`src/include/dsr_pkg.sv`:
```
// constants for the diagnostic status readout and feedback strobe block
// assumes a 40 MHz system clock and five power channels
package dsr_pkg;
  localparam int unsigned NCH          = 5;
  localparam int unsigned CLK_HZ       = 40_000_000;
  // readout addresses; the top nibble of each word repeats its own address
  localparam logic [3:0]  ADDR_ALIAS   = 4'h0;
  localparam logic [3:0]  ADDR_QUICK   = 4'h1;
  localparam logic [3:0]  ADDR_CH1     = 4'h2;
  localparam logic [3:0]  ADDR_CH5     = 4'h6;
  localparam logic [3:0]  ADDR_DEV     = 4'h7;
  localparam logic [3:0]  ADDR_IO      = 4'h8;
  localparam logic [3:0]  ADDR_ID      = 4'h9;
  // field positions
  localparam int unsigned FM_BIT       = 11;
  localparam int unsigned DSF_BIT      = 10;
  localparam int unsigned OVL_BIT      = 9;
  localparam int unsigned ADDR_LSB     = 12;
  // channel flag vector layout inside a channel word (d6..d0)
  localparam int unsigned F_OTS        = 6;
  localparam int unsigned F_OTW        = 5;
  localparam int unsigned F_OC_LSB     = 2;
  localparam int unsigned F_OLON       = 1;
  localparam int unsigned F_OLOFF      = 0;
  // overcurrent codes
  localparam logic [2:0]  OC_NONE      = 3'h0;
  localparam logic [2:0]  OC_HI1       = 3'h1;
  localparam logic [2:0]  OC_HI2       = 3'h2;
  localparam logic [2:0]  OC_HI3       = 3'h3;
  localparam logic [2:0]  OC_LO        = 3'h4;
  localparam logic [2:0]  OC_HI_OD     = 3'h5;
  localparam logic [2:0]  OC_SEVERE    = 3'h6;
  // feedback selection: channels 0..4, then temperature and supply
  localparam logic [2:0]  SEL_TEMP     = 3'h5;
  localparam logic [2:0]  SEL_SUPPLY   = 3'h6;
  // strobe settings
  localparam logic [1:0]  STB_OFF      = 2'h0;
  localparam logic [1:0]  STB_VALID    = 2'h1;
  localparam logic [1:0]  STB_NEXT     = 2'h2;
  localparam logic [1:0]  STB_HALF     = 2'h3;
  // identification, arbitrary value
  localparam logic [7:0]  PART_CODE    = 8'h5a;
  // timing
  localparam int unsigned DIV_W        = 10;   // clock / 1024 square wave
  localparam int unsigned PULSE_US     = 100;
  localparam int unsigned PULSE_CYC    = PULSE_US * (CLK_HZ / 1_000_000);
  localparam int unsigned BLANK_US     = 50;   // turn-on delay plus settling
  localparam int unsigned BLANK_CYC    = BLANK_US * (CLK_HZ / 1_000_000);
  localparam int unsigned FAILSAFE_US  = 6500;
  localparam int unsigned FAILSAFE_CYC = FAILSAFE_US * (CLK_HZ / 1_000_000);
  localparam int unsigned CNT_W        = 18;
  localparam int unsigned ON_W         = 20;

  typedef enum logic [1:0] {
    DSR_ST_RUN   = 2'b00,
    DSR_ST_BLANK = 2'b01,
    DSR_ST_WAIT  = 2'b10
  } dsr_stb_e;
endpackage : dsr_pkg

```
`src/core/dsr_readout.sv`:
```
// status word readout and feedback sampling strobe of a five channel switch
// assumes the serial engine pulses so_read_in per word and pwm/fault inputs are synchronous
`timescale 1ns/1ps
// How it works
// - every word carries fail operation bit
// - summary flags in quick, channel and device words, clear after reads
// - device summary ORs six device flags
// - overload summary ORs overcurrent and shutdown
// - quick flag ORs channel fault bits
// - address zero returns quick status word
// - channel word field layout fixed
// - newest overcurrent code overwrites unread one
// - overcurrent code encoding table
// - io word reports live levels
// - output levels undefined during undervoltage
// - part code reads zero in undervoltage
// - feedback only in normal mode
// - current feedback gated by window, pwm
// - offset polarity flips on strobe rise
// - offset cancel enable, forced off in fail
// - two-bit strobe setting selects behaviour
// - strobe suppressed in window, off, fault
// - blank strobe after mux or polarity change
// - clock failure gives 6.5 ms square
// - full duty gives overflow high pulse
// - voltage feedback gives clock/1024 square
// - address persistence bit controls reverting
// - channel diagnoses released by its read
module dsr_readout #(
  parameter int unsigned FAILSAFE_HALF = dsr_pkg::FAILSAFE_CYC / 2
) (
  // clock and reset
  input  wire logic                    clk_sys_in,
  input  wire logic                    rst_b_in,
  // serial readout port
  input  wire logic                    addr_wr_in,
  input  wire logic [3:0]              readout_address_in,
  input  wire logic                    readout_address_persistence_in,
  input  wire logic                    so_read_in,
  output logic [15:0]                  so_word_out,
  output logic                         so_valid_out,
  // operating mode
  input  wire logic                    fail_operation_flag_in,
  input  wire logic                    normal_mode_in,
  // channel fault events
  input  wire logic [dsr_pkg::NCH-1:0] ots_evt_in,
  input  wire logic [dsr_pkg::NCH-1:0] otw_evt_in,
  input  wire logic [dsr_pkg::NCH-1:0] oc_evt_in,
  input  wire logic [3*dsr_pkg::NCH-1:0] oc_code_in,
  input  wire logic [dsr_pkg::NCH-1:0] olon_evt_in,
  input  wire logic [dsr_pkg::NCH-1:0] oloff_evt_in,
  // device fault events
  input  wire logic                    regs_cleared_evt_in,
  input  wire logic                    undervoltage_evt_in,
  input  wire logic                    overvoltage_evt_in,
  input  wire logic                    charge_pump_fault_evt_in,
  input  wire logic                    clock_failure_evt_in,
  input  wire logic                    test_activation_evt_in,
  input  wire logic                    serial_failure_evt_in,
  // live levels
  input  wire logic                    limp_input_level_in,
  input  wire logic [3:0]              control_input_level_in,
  input  wire logic [3:0]              input_toggle_in,
  input  wire logic [dsr_pkg::NCH-1:0] output_level_bit_in,
  // feedback control
  input  wire logic [2:0]              feedback_select_in,
  input  wire logic                    strobe_setting_low_in,
  input  wire logic                    strobe_setting_high_in,
  input  wire logic [dsr_pkg::NCH-1:0] offset_cancel_enable_in,
  input  wire logic [dsr_pkg::NCH-1:0] pwm_on_in,
  input  wire logic [dsr_pkg::NCH-1:0] pwm_full_in,
  input  wire logic                    pwm_cycle_start_in,
  input  wire logic                    pwm_overflow_in,
  input  wire logic                    pwm_clock_fail_in,
  input  wire logic [dsr_pkg::NCH-1:0] high_current_window_in,
  input  wire logic [dsr_pkg::NCH-1:0] output_fault_in,
  // feedback outputs
  output logic                         feedback_enable_out,
  output logic [2:0]                   feedback_select_out,
  output logic                         current_feedback_gate_out,
  output logic [dsr_pkg::NCH-1:0]      offset_cancel_sense_mode_out,
  output logic                         offset_polarity_out,
  output logic                         feedback_sample_strobe_drv_out,
  output logic                         feedback_sample_strobe_oe_out
);
  import dsr_pkg::*;

  logic [6:0]     chan_flags [NCH];
  logic [NCH-1:0] chan_clr, quick_w;
  logic [3:0]     addr_r;
  logic           persist_r;
  logic           rcf_r, uvf_r, ovf_r, cpf_r, clock_failure_flag_r, tmf_r, serial_failure_flag_r;
  logic           dsf_w, ovl_w, olf_w, dev_clr;
  logic [15:0]    so_word_r, word_nxt;
  logic           so_valid_r;

  // ---------------- status latches ----------------
  genvar g;
  generate
    for (g = 0; g < NCH; g++) begin : g_ch
      dsr_chan_latch u_latch (
        .clk_sys_in   (clk_sys_in),
        .rst_b_in     (rst_b_in),
        .ots_evt_in   (ots_evt_in[g]),
        .otw_evt_in   (otw_evt_in[g]),
        .oc_evt_in    (oc_evt_in[g]),
        .oc_code_in   (oc_code_in[3*g +: 3]),
        .olon_evt_in  (olon_evt_in[g]),
        .oloff_evt_in (oloff_evt_in[g]),
        .clr_in       (chan_clr[g]),
        .flags_out    (chan_flags[g])
      );
      assign chan_clr[g] = so_read_in && addr_r == ADDR_CH1 + 4'(g);
      assign quick_w[g]  = |chan_flags[g];
    end
  endgenerate

  assign dev_clr = so_read_in && addr_r == ADDR_DEV;

  // device flags are sticky; a new event wins over the clearing read
  always_ff @(posedge clk_sys_in or negedge rst_b_in) begin
    if (!rst_b_in) begin
      rcf_r  <= 1'b0;
      uvf_r  <= 1'b0;
      ovf_r  <= 1'b0;
      cpf_r  <= 1'b0;
      clock_failure_flag_r <= 1'b0;
      tmf_r  <= 1'b0;
      serial_failure_flag_r <= 1'b0;
    end else begin
      rcf_r  <= regs_cleared_evt_in      | (rcf_r  & ~dev_clr);
      uvf_r  <= undervoltage_evt_in      | (uvf_r  & ~dev_clr);
      ovf_r  <= overvoltage_evt_in       | (ovf_r  & ~dev_clr);
      cpf_r  <= charge_pump_fault_evt_in | (cpf_r  & ~dev_clr);
      clock_failure_flag_r <= clock_failure_evt_in     | (clock_failure_flag_r & ~dev_clr);
      tmf_r  <= test_activation_evt_in   | (tmf_r  & ~dev_clr);
      serial_failure_flag_r <= serial_failure_evt_in    | (serial_failure_flag_r & ~dev_clr);
    end
  end

  // summaries follow the latches, so they drop only once all are read
  always_comb begin
    ovl_w = 1'b0;
    olf_w = 1'b0;
    for (int i = 0; i < NCH; i++) begin
      ovl_w = ovl_w | chan_flags[i][F_OTS] | (chan_flags[i][F_OC_LSB +: 3] != OC_NONE);
      olf_w = olf_w | chan_flags[i][F_OLON] | chan_flags[i][F_OLOFF];
    end
  end
  assign dsf_w = rcf_r | uvf_r | ovf_r | cpf_r | clock_failure_flag_r | tmf_r;

  // ---------------- word assembly ----------------
  always_comb begin
    word_nxt = '0;
    word_nxt[FM_BIT] = fail_operation_flag_in;
    if (addr_r == ADDR_ALIAS || addr_r == ADDR_QUICK) begin
      word_nxt[ADDR_LSB +: 4] = ADDR_QUICK;
      word_nxt[DSF_BIT -: 3]  = {dsf_w, ovl_w, olf_w};
      word_nxt[7:0]           = {cpf_r, rcf_r, clock_failure_flag_r, quick_w};
    end else if (addr_r >= ADDR_CH1 && addr_r <= ADDR_CH5) begin
      word_nxt[ADDR_LSB +: 4] = addr_r;
      word_nxt[DSF_BIT -: 3]  = {dsf_w, ovl_w, olf_w};
      word_nxt[6:0]           = chan_flags[3'(addr_r - ADDR_CH1)];
    end else if (addr_r == ADDR_DEV) begin
      word_nxt[ADDR_LSB +: 4] = ADDR_DEV;
      word_nxt[DSF_BIT -: 3]  = {dsf_w, ovl_w, olf_w};
      word_nxt[4:0]           = {tmf_r, ovf_r, uvf_r, serial_failure_flag_r, limp_input_level_in};
    end else if (addr_r == ADDR_IO) begin
      word_nxt[ADDR_LSB +: 4] = ADDR_IO;
      word_nxt[OVL_BIT]       = |input_toggle_in;
      word_nxt[8:5]           = control_input_level_in;
      // undefined levels are shown as zero rather than left floating
      word_nxt[4:0]           = uvf_r ? '0 : output_level_bit_in;
    end else if (addr_r == ADDR_ID) begin
      word_nxt[ADDR_LSB +: 4] = ADDR_ID;
      word_nxt[7:0]           = uvf_r ? 8'h00 : PART_CODE;
    end else begin
      word_nxt[ADDR_LSB +: 4] = addr_r;
    end
  end

  always_ff @(posedge clk_sys_in or negedge rst_b_in) begin
    if (!rst_b_in) begin
      so_word_r  <= '0;
      so_valid_r <= 1'b0;
    end else begin
      so_valid_r <= so_read_in;
      if (so_read_in) begin
        so_word_r <= word_nxt;
      end
    end
  end

  // a write and a read in one cycle: the write wins, the read used the old address
  always_ff @(posedge clk_sys_in or negedge rst_b_in) begin
    if (!rst_b_in) begin
      addr_r    <= ADDR_QUICK;
      persist_r <= 1'b0;
    end else if (addr_wr_in) begin
      addr_r    <= readout_address_in;
      persist_r <= readout_address_persistence_in;
    end else if (so_read_in && !persist_r) begin
      addr_r    <= ADDR_QUICK;
    end
  end

  assign so_word_out  = so_word_r;
  assign so_valid_out = so_valid_r;

  // ---------------- feedback control ----------------
  logic           normal_w, is_cur, acm_sel, strobe_low_r, strobe_low_nxt;
  logic [2:0]     sel_prev_r;
  logic           fb_en_r, gate_r, pol_r, hold_r, on_prev_r;
  logic [NCH-1:0] acm_r;
  logic [DIV_W-1:0] div_r;
  logic [CNT_W-1:0] fs_cnt_r, blank_r, pulse_r;
  logic           fs_sq_r;
  logic [ON_W-1:0] on_cnt_r, last_len_r;
  dsr_stb_e       st_r;
  logic           mux_chg, pol_flip, sel_on, sel_rise;
  logic [1:0]     stb_set;

  assign normal_w = normal_mode_in & ~fail_operation_flag_in;
  assign is_cur   = feedback_select_in < SEL_TEMP;
  assign stb_set  = {strobe_setting_high_in, strobe_setting_low_in};
  assign sel_on   = is_cur && pwm_on_in[feedback_select_in];
  assign sel_rise = sel_on & ~on_prev_r;
  assign acm_sel  = is_cur && acm_r[feedback_select_in];
  assign mux_chg  = feedback_select_in != sel_prev_r;
  assign pol_flip = acm_sel & strobe_low_r & ~strobe_low_nxt;

  always_ff @(posedge clk_sys_in or negedge rst_b_in) begin
    if (!rst_b_in) begin
      fb_en_r <= 1'b0;
      gate_r  <= 1'b0;
      acm_r   <= '0;
    end else begin
      fb_en_r <= normal_w;
      gate_r  <= normal_w & sel_on & ~high_current_window_in[feedback_select_in];
      acm_r   <= fail_operation_flag_in ? '0 : offset_cancel_enable_in;
    end
  end

  // free running dividers for the voltage and clock-failure square waves
  always_ff @(posedge clk_sys_in or negedge rst_b_in) begin
    if (!rst_b_in) begin
      div_r    <= '0;
      fs_cnt_r <= '0;
      fs_sq_r  <= 1'b0;
    end else begin
      div_r <= div_r + 1'b1;
      if (fs_cnt_r == CNT_W'(FAILSAFE_HALF - 1)) begin
        fs_cnt_r <= '0;
        fs_sq_r  <= ~fs_sq_r;
      end else begin
        fs_cnt_r <= fs_cnt_r + 1'b1;
      end
    end
  end

  // on-pulse length for the half-pulse setting, fault hold and overflow pulse
  always_ff @(posedge clk_sys_in or negedge rst_b_in) begin
    if (!rst_b_in) begin
      on_prev_r  <= 1'b0;
      on_cnt_r   <= '0;
      last_len_r <= '0;
      hold_r     <= 1'b0;
      pulse_r    <= '0;
      sel_prev_r <= '0;
    end else begin
      on_prev_r  <= sel_on;
      sel_prev_r <= feedback_select_in;
      if (sel_on) begin
        on_cnt_r <= on_cnt_r + 1'b1;
      end else begin
        on_cnt_r <= '0;
      end
      if (on_prev_r && !sel_on) begin
        last_len_r <= on_cnt_r;
      end
      if (is_cur && output_fault_in[feedback_select_in]) begin
        hold_r <= 1'b1;
      end else if (sel_rise) begin
        hold_r <= 1'b0;
      end
      if (pwm_overflow_in) begin
        pulse_r <= CNT_W'(PULSE_CYC);
      end else if (pulse_r != '0) begin
        pulse_r <= pulse_r - 1'b1;
      end
    end
  end

  // blanking after mux or polarity change, then wait for next cycle if asked
  always_ff @(posedge clk_sys_in or negedge rst_b_in) begin
    if (!rst_b_in) begin
      st_r    <= DSR_ST_RUN;
      blank_r <= '0;
    end else if (mux_chg || pol_flip) begin
      st_r    <= DSR_ST_BLANK;
      blank_r <= CNT_W'(BLANK_CYC - 1);
    end else begin
      case (st_r)
        DSR_ST_BLANK: begin
          if (blank_r == '0) begin
            st_r <= stb_set[1] ? DSR_ST_WAIT : DSR_ST_RUN;
          end else begin
            blank_r <= blank_r - 1'b1;
          end
        end
        DSR_ST_WAIT: begin
          if (pwm_cycle_start_in) begin
            st_r <= DSR_ST_RUN;
          end
        end
        default: st_r <= DSR_ST_RUN;
      endcase
    end
  end

  // strobe drive decision; low means active
  always_comb begin
    strobe_low_nxt = 1'b0;
    if (!normal_w) begin
      strobe_low_nxt = 1'b0;
    end else if (pwm_clock_fail_in) begin
      strobe_low_nxt = fs_sq_r;
    end else if (!is_cur) begin
      strobe_low_nxt = div_r[DIV_W-1];
    end else if (stb_set == STB_OFF) begin
      strobe_low_nxt = 1'b0;
    end else if (pwm_full_in[feedback_select_in] && stb_set[1]) begin
      strobe_low_nxt = (pulse_r == '0) & ~hold_r;
    end else if (st_r != DSR_ST_RUN || hold_r || high_current_window_in[feedback_select_in] || !sel_on) begin
      strobe_low_nxt = 1'b0;
    end else if (stb_set == STB_HALF) begin
      strobe_low_nxt = on_cnt_r >= (last_len_r >> 1);
    end else begin
      strobe_low_nxt = 1'b1;
    end
  end

  always_ff @(posedge clk_sys_in or negedge rst_b_in) begin
    if (!rst_b_in) begin
      strobe_low_r <= 1'b0;
      pol_r        <= 1'b0;
    end else begin
      strobe_low_r <= strobe_low_nxt;
      if (pol_flip) begin
        pol_r <= ~pol_r;
      end
    end
  end

  // open drain: the data flop only ever holds zero
  logic drv_r;
  always_ff @(posedge clk_sys_in or negedge rst_b_in) begin
    if (!rst_b_in) begin
      drv_r <= 1'b0;
    end else begin
      drv_r <= 1'b0;
    end
  end

  assign feedback_enable_out            = fb_en_r;
  assign feedback_select_out            = sel_prev_r;
  assign current_feedback_gate_out      = gate_r;
  assign offset_cancel_sense_mode_out   = acm_r;
  assign offset_polarity_out            = pol_r;
  assign feedback_sample_strobe_drv_out = drv_r;
  assign feedback_sample_strobe_oe_out  = strobe_low_r;

  // ---------------- assertions ----------------
  property p_fm_bit;
    @(posedge clk_sys_in) disable iff (!rst_b_in)
    so_read_in |=> so_word_out[FM_BIT] == $past(fail_operation_flag_in);
  endproperty
  a_fm_bit: assert property (p_fm_bit) else $error("fail bit wrong in word");

  property p_summary;
    @(posedge clk_sys_in) disable iff (!rst_b_in)
    so_read_in && addr_r == ADDR_QUICK |=> so_word_out[OVL_BIT] == $past(ovl_w);
  endproperty
  a_summary: assert property (p_summary) else $error("overload summary wrong");

  property p_dsf_uv;
    @(posedge clk_sys_in) disable iff (!rst_b_in)
    undervoltage_evt_in |=> dsf_w && uvf_r;
  endproperty
  a_dsf_uv: assert property (p_dsf_uv) else $error("undervoltage missing from summary");

  property p_quick;
    @(posedge clk_sys_in) disable iff (!rst_b_in)
    ots_evt_in[0] |=> quick_w[0] && ovl_w;
  endproperty
  a_quick: assert property (p_quick) else $error("quick flag not set");

  property p_alias;
    @(posedge clk_sys_in) disable iff (!rst_b_in)
    so_read_in && addr_r == ADDR_ALIAS |=> so_word_out[ADDR_LSB +: 4] == ADDR_QUICK;
  endproperty
  a_alias: assert property (p_alias) else $error("address zero not quick word");

  property p_oc_over;
    @(posedge clk_sys_in) disable iff (!rst_b_in)
    oc_evt_in[0] |=> chan_flags[0][F_OC_LSB +: 3] == $past(oc_code_in[2:0]);
  endproperty
  a_oc_over: assert property (p_oc_over) else $error("overcurrent code not newest");

  property p_id_uv;
    @(posedge clk_sys_in) disable iff (!rst_b_in)
    so_read_in && addr_r == ADDR_ID && uvf_r |=> so_word_out[7:0] == 8'h00;
  endproperty
  a_id_uv: assert property (p_id_uv) else $error("part code shown in undervoltage");

  property p_revert;
    @(posedge clk_sys_in) disable iff (!rst_b_in)
    so_read_in && !addr_wr_in && !persist_r |=> addr_r == ADDR_QUICK;
  endproperty
  a_revert: assert property (p_revert) else $error("address did not revert");

  property p_no_fb;
    @(posedge clk_sys_in) disable iff (!rst_b_in)
    !normal_w |=> !feedback_sample_strobe_oe_out && !feedback_enable_out && !current_feedback_gate_out;
  endproperty
  a_no_fb: assert property (p_no_fb) else $error("feedback active outside normal mode");

  property p_pol;
    @(posedge clk_sys_in) disable iff (!rst_b_in)
    $fell(feedback_sample_strobe_oe_out) && $past(acm_sel) |-> pol_r != $past(pol_r);
  endproperty
  a_pol: assert property (p_pol) else $error("polarity not flipped on strobe rise");
endmodule : dsr_readout

```
`src/core/dsr_chan_latch.sv`:
```
// one channel's latched fault flags, cleared by a read of its status word
// assumes event inputs are single-cycle pulses synchronous to clk_sys_in
`timescale 1ns/1ps
module dsr_chan_latch (
  // clock and reset
  input  wire logic       clk_sys_in,
  input  wire logic       rst_b_in,
  // fault events
  input  wire logic       ots_evt_in,
  input  wire logic       otw_evt_in,
  input  wire logic       oc_evt_in,
  input  wire logic [2:0] oc_code_in,
  input  wire logic       olon_evt_in,
  input  wire logic       oloff_evt_in,
  // clear on read
  input  wire logic       clr_in,
  // latched flags, d6..d0 layout
  output logic [6:0]      flags_out
);
  import dsr_pkg::*;
  logic       ots_r, otw_r, olon_r, oloff_r;
  logic [2:0] oc_r;

  // set beats clear so a fault during the read is kept
  always_ff @(posedge clk_sys_in or negedge rst_b_in) begin
    if (!rst_b_in) begin
      ots_r   <= 1'b0;
      otw_r   <= 1'b0;
      olon_r  <= 1'b0;
      oloff_r <= 1'b0;
    end else begin
      ots_r   <= ots_evt_in   | (ots_r   & ~clr_in);
      otw_r   <= otw_evt_in   | (otw_r   & ~clr_in);
      olon_r  <= olon_evt_in  | (olon_r  & ~clr_in);
      oloff_r <= oloff_evt_in | (oloff_r & ~clr_in);
    end
  end

  // newest overcurrent code overwrites an unread one
  always_ff @(posedge clk_sys_in or negedge rst_b_in) begin
    if (!rst_b_in) begin
      oc_r <= OC_NONE;
    end else if (oc_evt_in) begin
      oc_r <= oc_code_in;
    end else if (clr_in) begin
      oc_r <= OC_NONE;
    end
  end

  assign flags_out = {ots_r, otw_r, oc_r, olon_r, oloff_r};
endmodule : dsr_chan_latch

```
`config.mk`:
```
export PLATFORM = sky130hd
export DESIGN_NAME = dsr_readout
export DESIGN_NICKNAME = d
export VERILOG_FILES = /design/src/include/dsr_pkg.sv /design/src/core/dsr_readout.sv /design/src/core/dsr_chan_latch.sv
export SDC_FILE = /design/constraint.sdc
export NUM_CORES = 1
export LEC_CHECK = 0
export ABC_AREA = 1
export BUFFER_PORTS_ARGS = -buffer_cell sky130_fd_sc_hd__buf_2
export CAP_MARGIN = 20
export CORE_MARGIN = 3
export CORE_UTILIZATION = 45
export DETAILED_ROUTE_END_ITERATION = 10
export GPL_TIMING_DRIVEN = 0
export PLACE_DENSITY = 0.79
export SLEW_MARGIN = 25
export SYNTH_ARGS = -nofsm -noshare
export SYNTH_HDL_FRONTEND = slang
export SYNTH_SLANG_ARGS = --single-unit
export TNS_END_PERCENT = 5
```
`constraint.sdc`:
```
create_clock -name clk_sys_in -period 1.9 [get_ports clk_sys_in]
set_input_delay 0.095 -clock clk_sys_in [delete_from_list [all_inputs] [get_ports clk_sys_in]]
set_output_delay 0.095 -clock clk_sys_in [all_outputs]
set_load 0.05 [all_outputs]
```
==> results <==
- The area growth from synthesis to layout is 31.88%.
- The number of standard-cell rows in the floorplan is between 50 and 60.
- The highest ir drop seen on vdd is ~0.50 mV.
- The proportion of total power due to net switching is about 29%.
- The average routed wire per standard cell is around 16 um.
- The worst slack at placement is -0.3804 ns.
- In this run, the number of DRC markers left after iteration 0 of detailed routing was 551.
- The total clock sinks is 184.
- Summed over all nets, the switching power comes to approximately 2.8 mW.
- Across the run, the number of max-cap violations was 0.
- The hold violation total from the final report is 0.
- The clock transition time at the flip-flop clock pins of the worst setup and hold paths is 0.07 ns.
- The internal power is 6.930 mW.
- Summed over all cells, the static leakage comes to 6.053 nW.
- The critical path is of the flip-flop to flip-flop type.
- At the worst endpoint, the arrival time is 2.67 ns.
- Counting flops with a built-in enable in the synthesized netlist gives 0.
- The first global-routing pass estimated 43.67 mm of wire.
- The worst setup path is launched from a flip-flop.
- Across the whole layout, storage elements account for 4606 um^2.
- Based on the critical path, the design can be clocked at up to 435.3 MHz.
- The worst register-to-register path ends at blank_r[14]$_DFFE_PN0P_.
- The cell count after synthesis is 1145.
- The core area is 20430 um^2.
- The actual transition at the worst max-transition pin is ~1.3 ns.
- Summed over all nets, the half-perimeter wirelength after detailed placement is 17.98 mm.
- The buffering stage count on the worst path with inverters included is 2.
- The pre-antenna-repair detailed-routing pass consisted of 7 iterations.
- The number of warnings printed during yosys synthesis is 0.
- The cell sitting at the root of the clock tree is a clkbuf_16.
- The worst register-to-register path has a setup slack of -0.40 ns.
- The total setup violations reported at the end of the flow is 29.
- The synthesized area per cell is between 8 and 9 um^2.
- The combinational share of power is approximately 16%.
- Data on the critical path is required at its endpoint by 2.27 ns.
- The count of cells along the worst register-to-register path is 16.
- In the synthesized netlist the async set-or-reset flop fraction comes to 100.0%.
- The initial core utilization is 46.12%.
- Sequential cells were found to cover 48.88% of the synthesized design area.
- After synthesis, the netlist uses 58 different library cells.
- The hold-critical path depth is 4.
- The final count of pins violating max slew came to 0.
- TritonCTS built the clock tree.
- The classification of the worst-slack hold path is input pin to flip-flop.
- The master of the slowest instance on the critical path is dfrtp_1.
- Across all setup checks in the final design, the least slack found is -0.3971 ns.
- The number of placed cells counting well taps is 1550.
- The overall routing resource usage is 24.17%.
- The source of the worst register-to-register timing path is last_len_r[19]$_DFFE_PN0P_.
- Setup repair after global routing could not meet its margin everywhere.
- The sequential fraction of design power is 43.7%.
- The tightest hold path in the finished design has a slack of 0.04739 ns.
- The minimum clock period is around 2.3 ns.
- For the worst-skew pair, the clock arrives at the later sink with an insertion delay of 0.44 ns.
- The clock passes through at most 2 buffers.
- In this run the remaining antenna-violating nets after routing total 0.
- Routability-driven placement finished with a final weighted congestion of just over 0.9.
- The final reports fail on negative setup slack.
- The hold-critical path endpoint is feedback_sample_strobe_oe_out$_DFF_PN0_.
- Headroom to the max-slew limit came out at 15.46%.
- The net count after synthesis is 1275.
- The total negative slack is -8.037 ns.
- Summing all multi-input logic gate instances after layout gives 4182 um^2.
- The clock share of power is 39.9%.
- The run finished, with violations left.
- The final net count is roughly 1500.
- The floorplan step set the die width to 150.7 um.
- The cell occurring most often along the worst timing path is nand2_1.
- For the final database, setup skew stands at 0.01081 ns.
- The signal on the critical path passes through inv_2 -> ha_4 -> nand4_1 -> nor2_2 -> and3_1 -> nand2_1 -> nand2_1 -> nand2_1 -> nand2_1 -> nand2_1 -> nand2_1 -> nand2_2 -> nand2_4 -> nand2_8 -> buf_12 -> nor2_2.
- The routed layout has 8882 vias.
- Along the worst path, the maximum fanout reaches 5.
- The post-route clock period utilization is 120.9%.
- For this run, the slowest stage of the critical path takes approximately 0.4 ns.
- The total routed wirelength is 27.04 mm.
- The overall overflow remaining after global route is 0.
- The most instantiated flip-flop cell in the synthesis netlist is dfrtp_1.
- The worst hold path begins at pwm_clock_fail_in.
- The count of pins on the block boundary is 135.
- Cells with a size suffix above 1 make up 19.05% of the layout.
- The total CTS buffers is 17.
- Port buffering added approximately 130 buffers.
- Counting flops and latches in the post-synthesis netlist gives 184.
- The pin count of the biggest net entering global routing is 82.
- The initial antenna violation count came to 1.
- The post-synthesis cell area is about 9400 um^2.
- Measured along the y axis, the die boundary spans between 150 and 200 um.
- The filler cells instantiated in the layout total 1672.
- Broken down by cell family, the worst path's largest delay share belongs to simple AND/OR/NAND/NOR gates.
- The via count of the first global-routing pass is 9169.
- The power density normalized to cell area is 781.8 nW/um^2.
- In the routed design, unresolved DRC markers number 0.
- Dividing the detail-routed via count by the number of cells gives 5.265.
- The die covers 22710 um^2.
- The count of placed standard cells in the final layout, fillers left out is 1687.
- STA classifies the critical path endpoint as a flip-flop.
- 0 antenna diodes ended up in the layout.
- The H-tree depth reported by CTS is 4.
cells in the mapped netlist, types with 3 or more instances:
| cell type | n | area share (%) |
|---|---|---|
| buf_4 | 3 | 0.24 |
| nor4_1 | 11 | 0.73 |
| o21bai_1 | 25 | 2.0 |
| nor3_1 | 38 | 2.0 |
| xor2_1 | 25 | 2.3 |
| o2111ai_1 | 5 | 0.46 |
| nand4_1 | 14 | 0.93 |
| nand2_1 | 206 | 8.2 |
| nor2_2 | 12 | 0.80 |
| o21ai_0 | 76 | 4.0 |
| xnor2_1 | 4 | 0.37 |
| a21oi_1 | 45 | 2.4 |
| ha_1 | 25 | 3.3 |
| buf_2 | 5 | 0.27 |
| nand3_1 | 54 | 2.9 |
| o22ai_1 | 4 | 0.27 |
| clkbuf_1 | 9 | 0.36 |
| o211ai_1 | 5 | 0.40 |
| nor2_1 | 124 | 4.9 |
| a31oi_1 | 6 | 0.40 |
| nand2_2 | 5 | 0.33 |
| a211oi_1 | 3 | 0.24 |
| dfrtp_1 | 183 | 49 |
| nor2_4 | 4 | 0.48 |
| a21o_1 | 5 | 0.40 |
| inv_2 | 4 | 0.16 |
| inv_1 | 197 | 7.8 |
| or2_2 | 6 | 0.40 |
worst max path at each step:
stage / startpoint / endpoint / slack (ns) / depth (start not counted)
floorplan: pulse_r[0]$_DFFE_PN0P_ / blank_r[11]$_DFFE_PN0P_ / -0.009 / 15
global placement: rst_b_in / g_ch[3].u_latch.oc_r[1]$_DFFE_PN0P_ / -2.25 / 1
detailed placement: on_cnt_r[18]$_DFF_PN0_ / blank_r[9]$_DFFE_PN0P_ / -0.38 / 16
CTS: on_cnt_r[15]$_DFF_PN0_ / blank_r[11]$_DFFE_PN0P_ / -0.34 / 17
global route: last_len_r[19]$_DFFE_PN0P_ / blank_r[1]$_DFFE_PN0P_ / -0.55 / 17
finish: last_len_r[19]$_DFFE_PN0P_ / blank_r[14]$_DFFE_PN0P_ / -0.40 / 16
power groups by stage:
| stage | clock network, mW | registers, mW | logic [mW] |
|---|---|---|---|
| after floorplan | 0 | 4.55 | 0.591 |
| after global placement | 0 | 4.31 | 1.32 |
| after detailed placement | 0 | 4.31 | 1.36 |
| after CTS | 3.92 | 4.24 | 1.54 |
| after global routing | 4.09 | 4.27 | 1.74 |
| final | 3.87 | 4.25 | 1.60 |
kinds of logic after synthesis:
family / after synthesis / share of synthesized area [%]
and+or+nand+nor: 486 / 23.05
buffers and inverters: 222 / 9.162
DFF: 184 / 48.88
AOI/OAI and AO/OA: 198 / 12.85
other: 1 / 0.03980
xor gates and xnor gates: 29 / 2.695
adders and majority gates: 25 / 3.320
metrics by stage:
stage / utilization (%) / total power [mW] / cell area [um^2]
6_report: 60.83 / 9.716 / 12430
5_1_grt: 60.83 / 10.10 / 12430
4_1_cts: 60.01 / 9.701 / 12260
3_5_place_dp: 51.43 / 5.666 / 10510
3_3_place_gp: 51.11 / 5.624 / 10440
2_1_floorplan: - / 5.138 / 9439
flip-flops by register name, indices dropped and copies added, names as in the netlist, 2 cells and up:
signal                        cells
last_len_r                       19
so_word_out                      16
st_r                              2
blank_r                          18
div_r                            10
g_ch.u_latch.oloff_r              5
offset_cancel_sense_mode_out      5
pulse_r                          18
addr_r                            4
g_ch.u_latch.oc_r                15
g_ch.u_latch.otw_r                5
g_ch.u_latch.olon_r               5
on_cnt_r                         20
fs_cnt_r                         18
g_ch.u_latch.ots_r                5
feedback_select_out               3
layer usage:
metal  share of wire (%)  track usage (%)  vias up
met1                  40            28.60     4234
met2                  50            41.49      341
met4                 4.0            11.70        2
met3                 5.7            5.539       85
met5               0.044                0        -
li1                    -                -     4220
final cells by class:
type / instances / share of cell area, %
repair buffers: 240 / 14.39
inverters: 204 / 6.222
flip-flops and latches: 184 / 37.06
clock inverters: 13 / 1.551
plain buffers: 18 / 0.8458
clock buffers: 19 / 3.564
well taps: 270 / 2.718
multi-input cells: 739 / 33.65
tightest hold or removal path: cells and delay by family:
| family | cells | cell delay [ns] |
|---|---|---|
| buffers and inverters | 2 | 0.16 |
| AND/OR/NAND/NOR | 1 | 0.10 |
| AO/OA/AOI/OAI | 1 | 0.08 |
layout by cell type (no fill, tap or decap), drive strengths merged, types with 5 or more instances in the layout:
cell,netlist,final
nor2,140,140
a21oi,47,47
o21ai,78,78
a31oi,6,6
nor3,39,39
inv,201,204
a21o,5,5
buf,9,150
clkinv,3,7
o2111ai,5,5
o21bai,25,25
nand4,15,15
nor4,12,12
nand3,54,54
nand2,213,213
dlygate4sd3,0,98
o211ai,5,5
clkbuf,9,29
or2,8,8
xor2,25,25
ha,25,25
dfrtp,183,183
repair_timing:
item	CTS	global route
resized for setup	23	40
pin swaps	9	17
cloned	1	0
endpoints found under the hold margin	170	0
setup endpoints to repair	45	64
hold buffers	98	0
setup buffers	4	2
No activity file was read; power rests on OpenSTA's default activity.
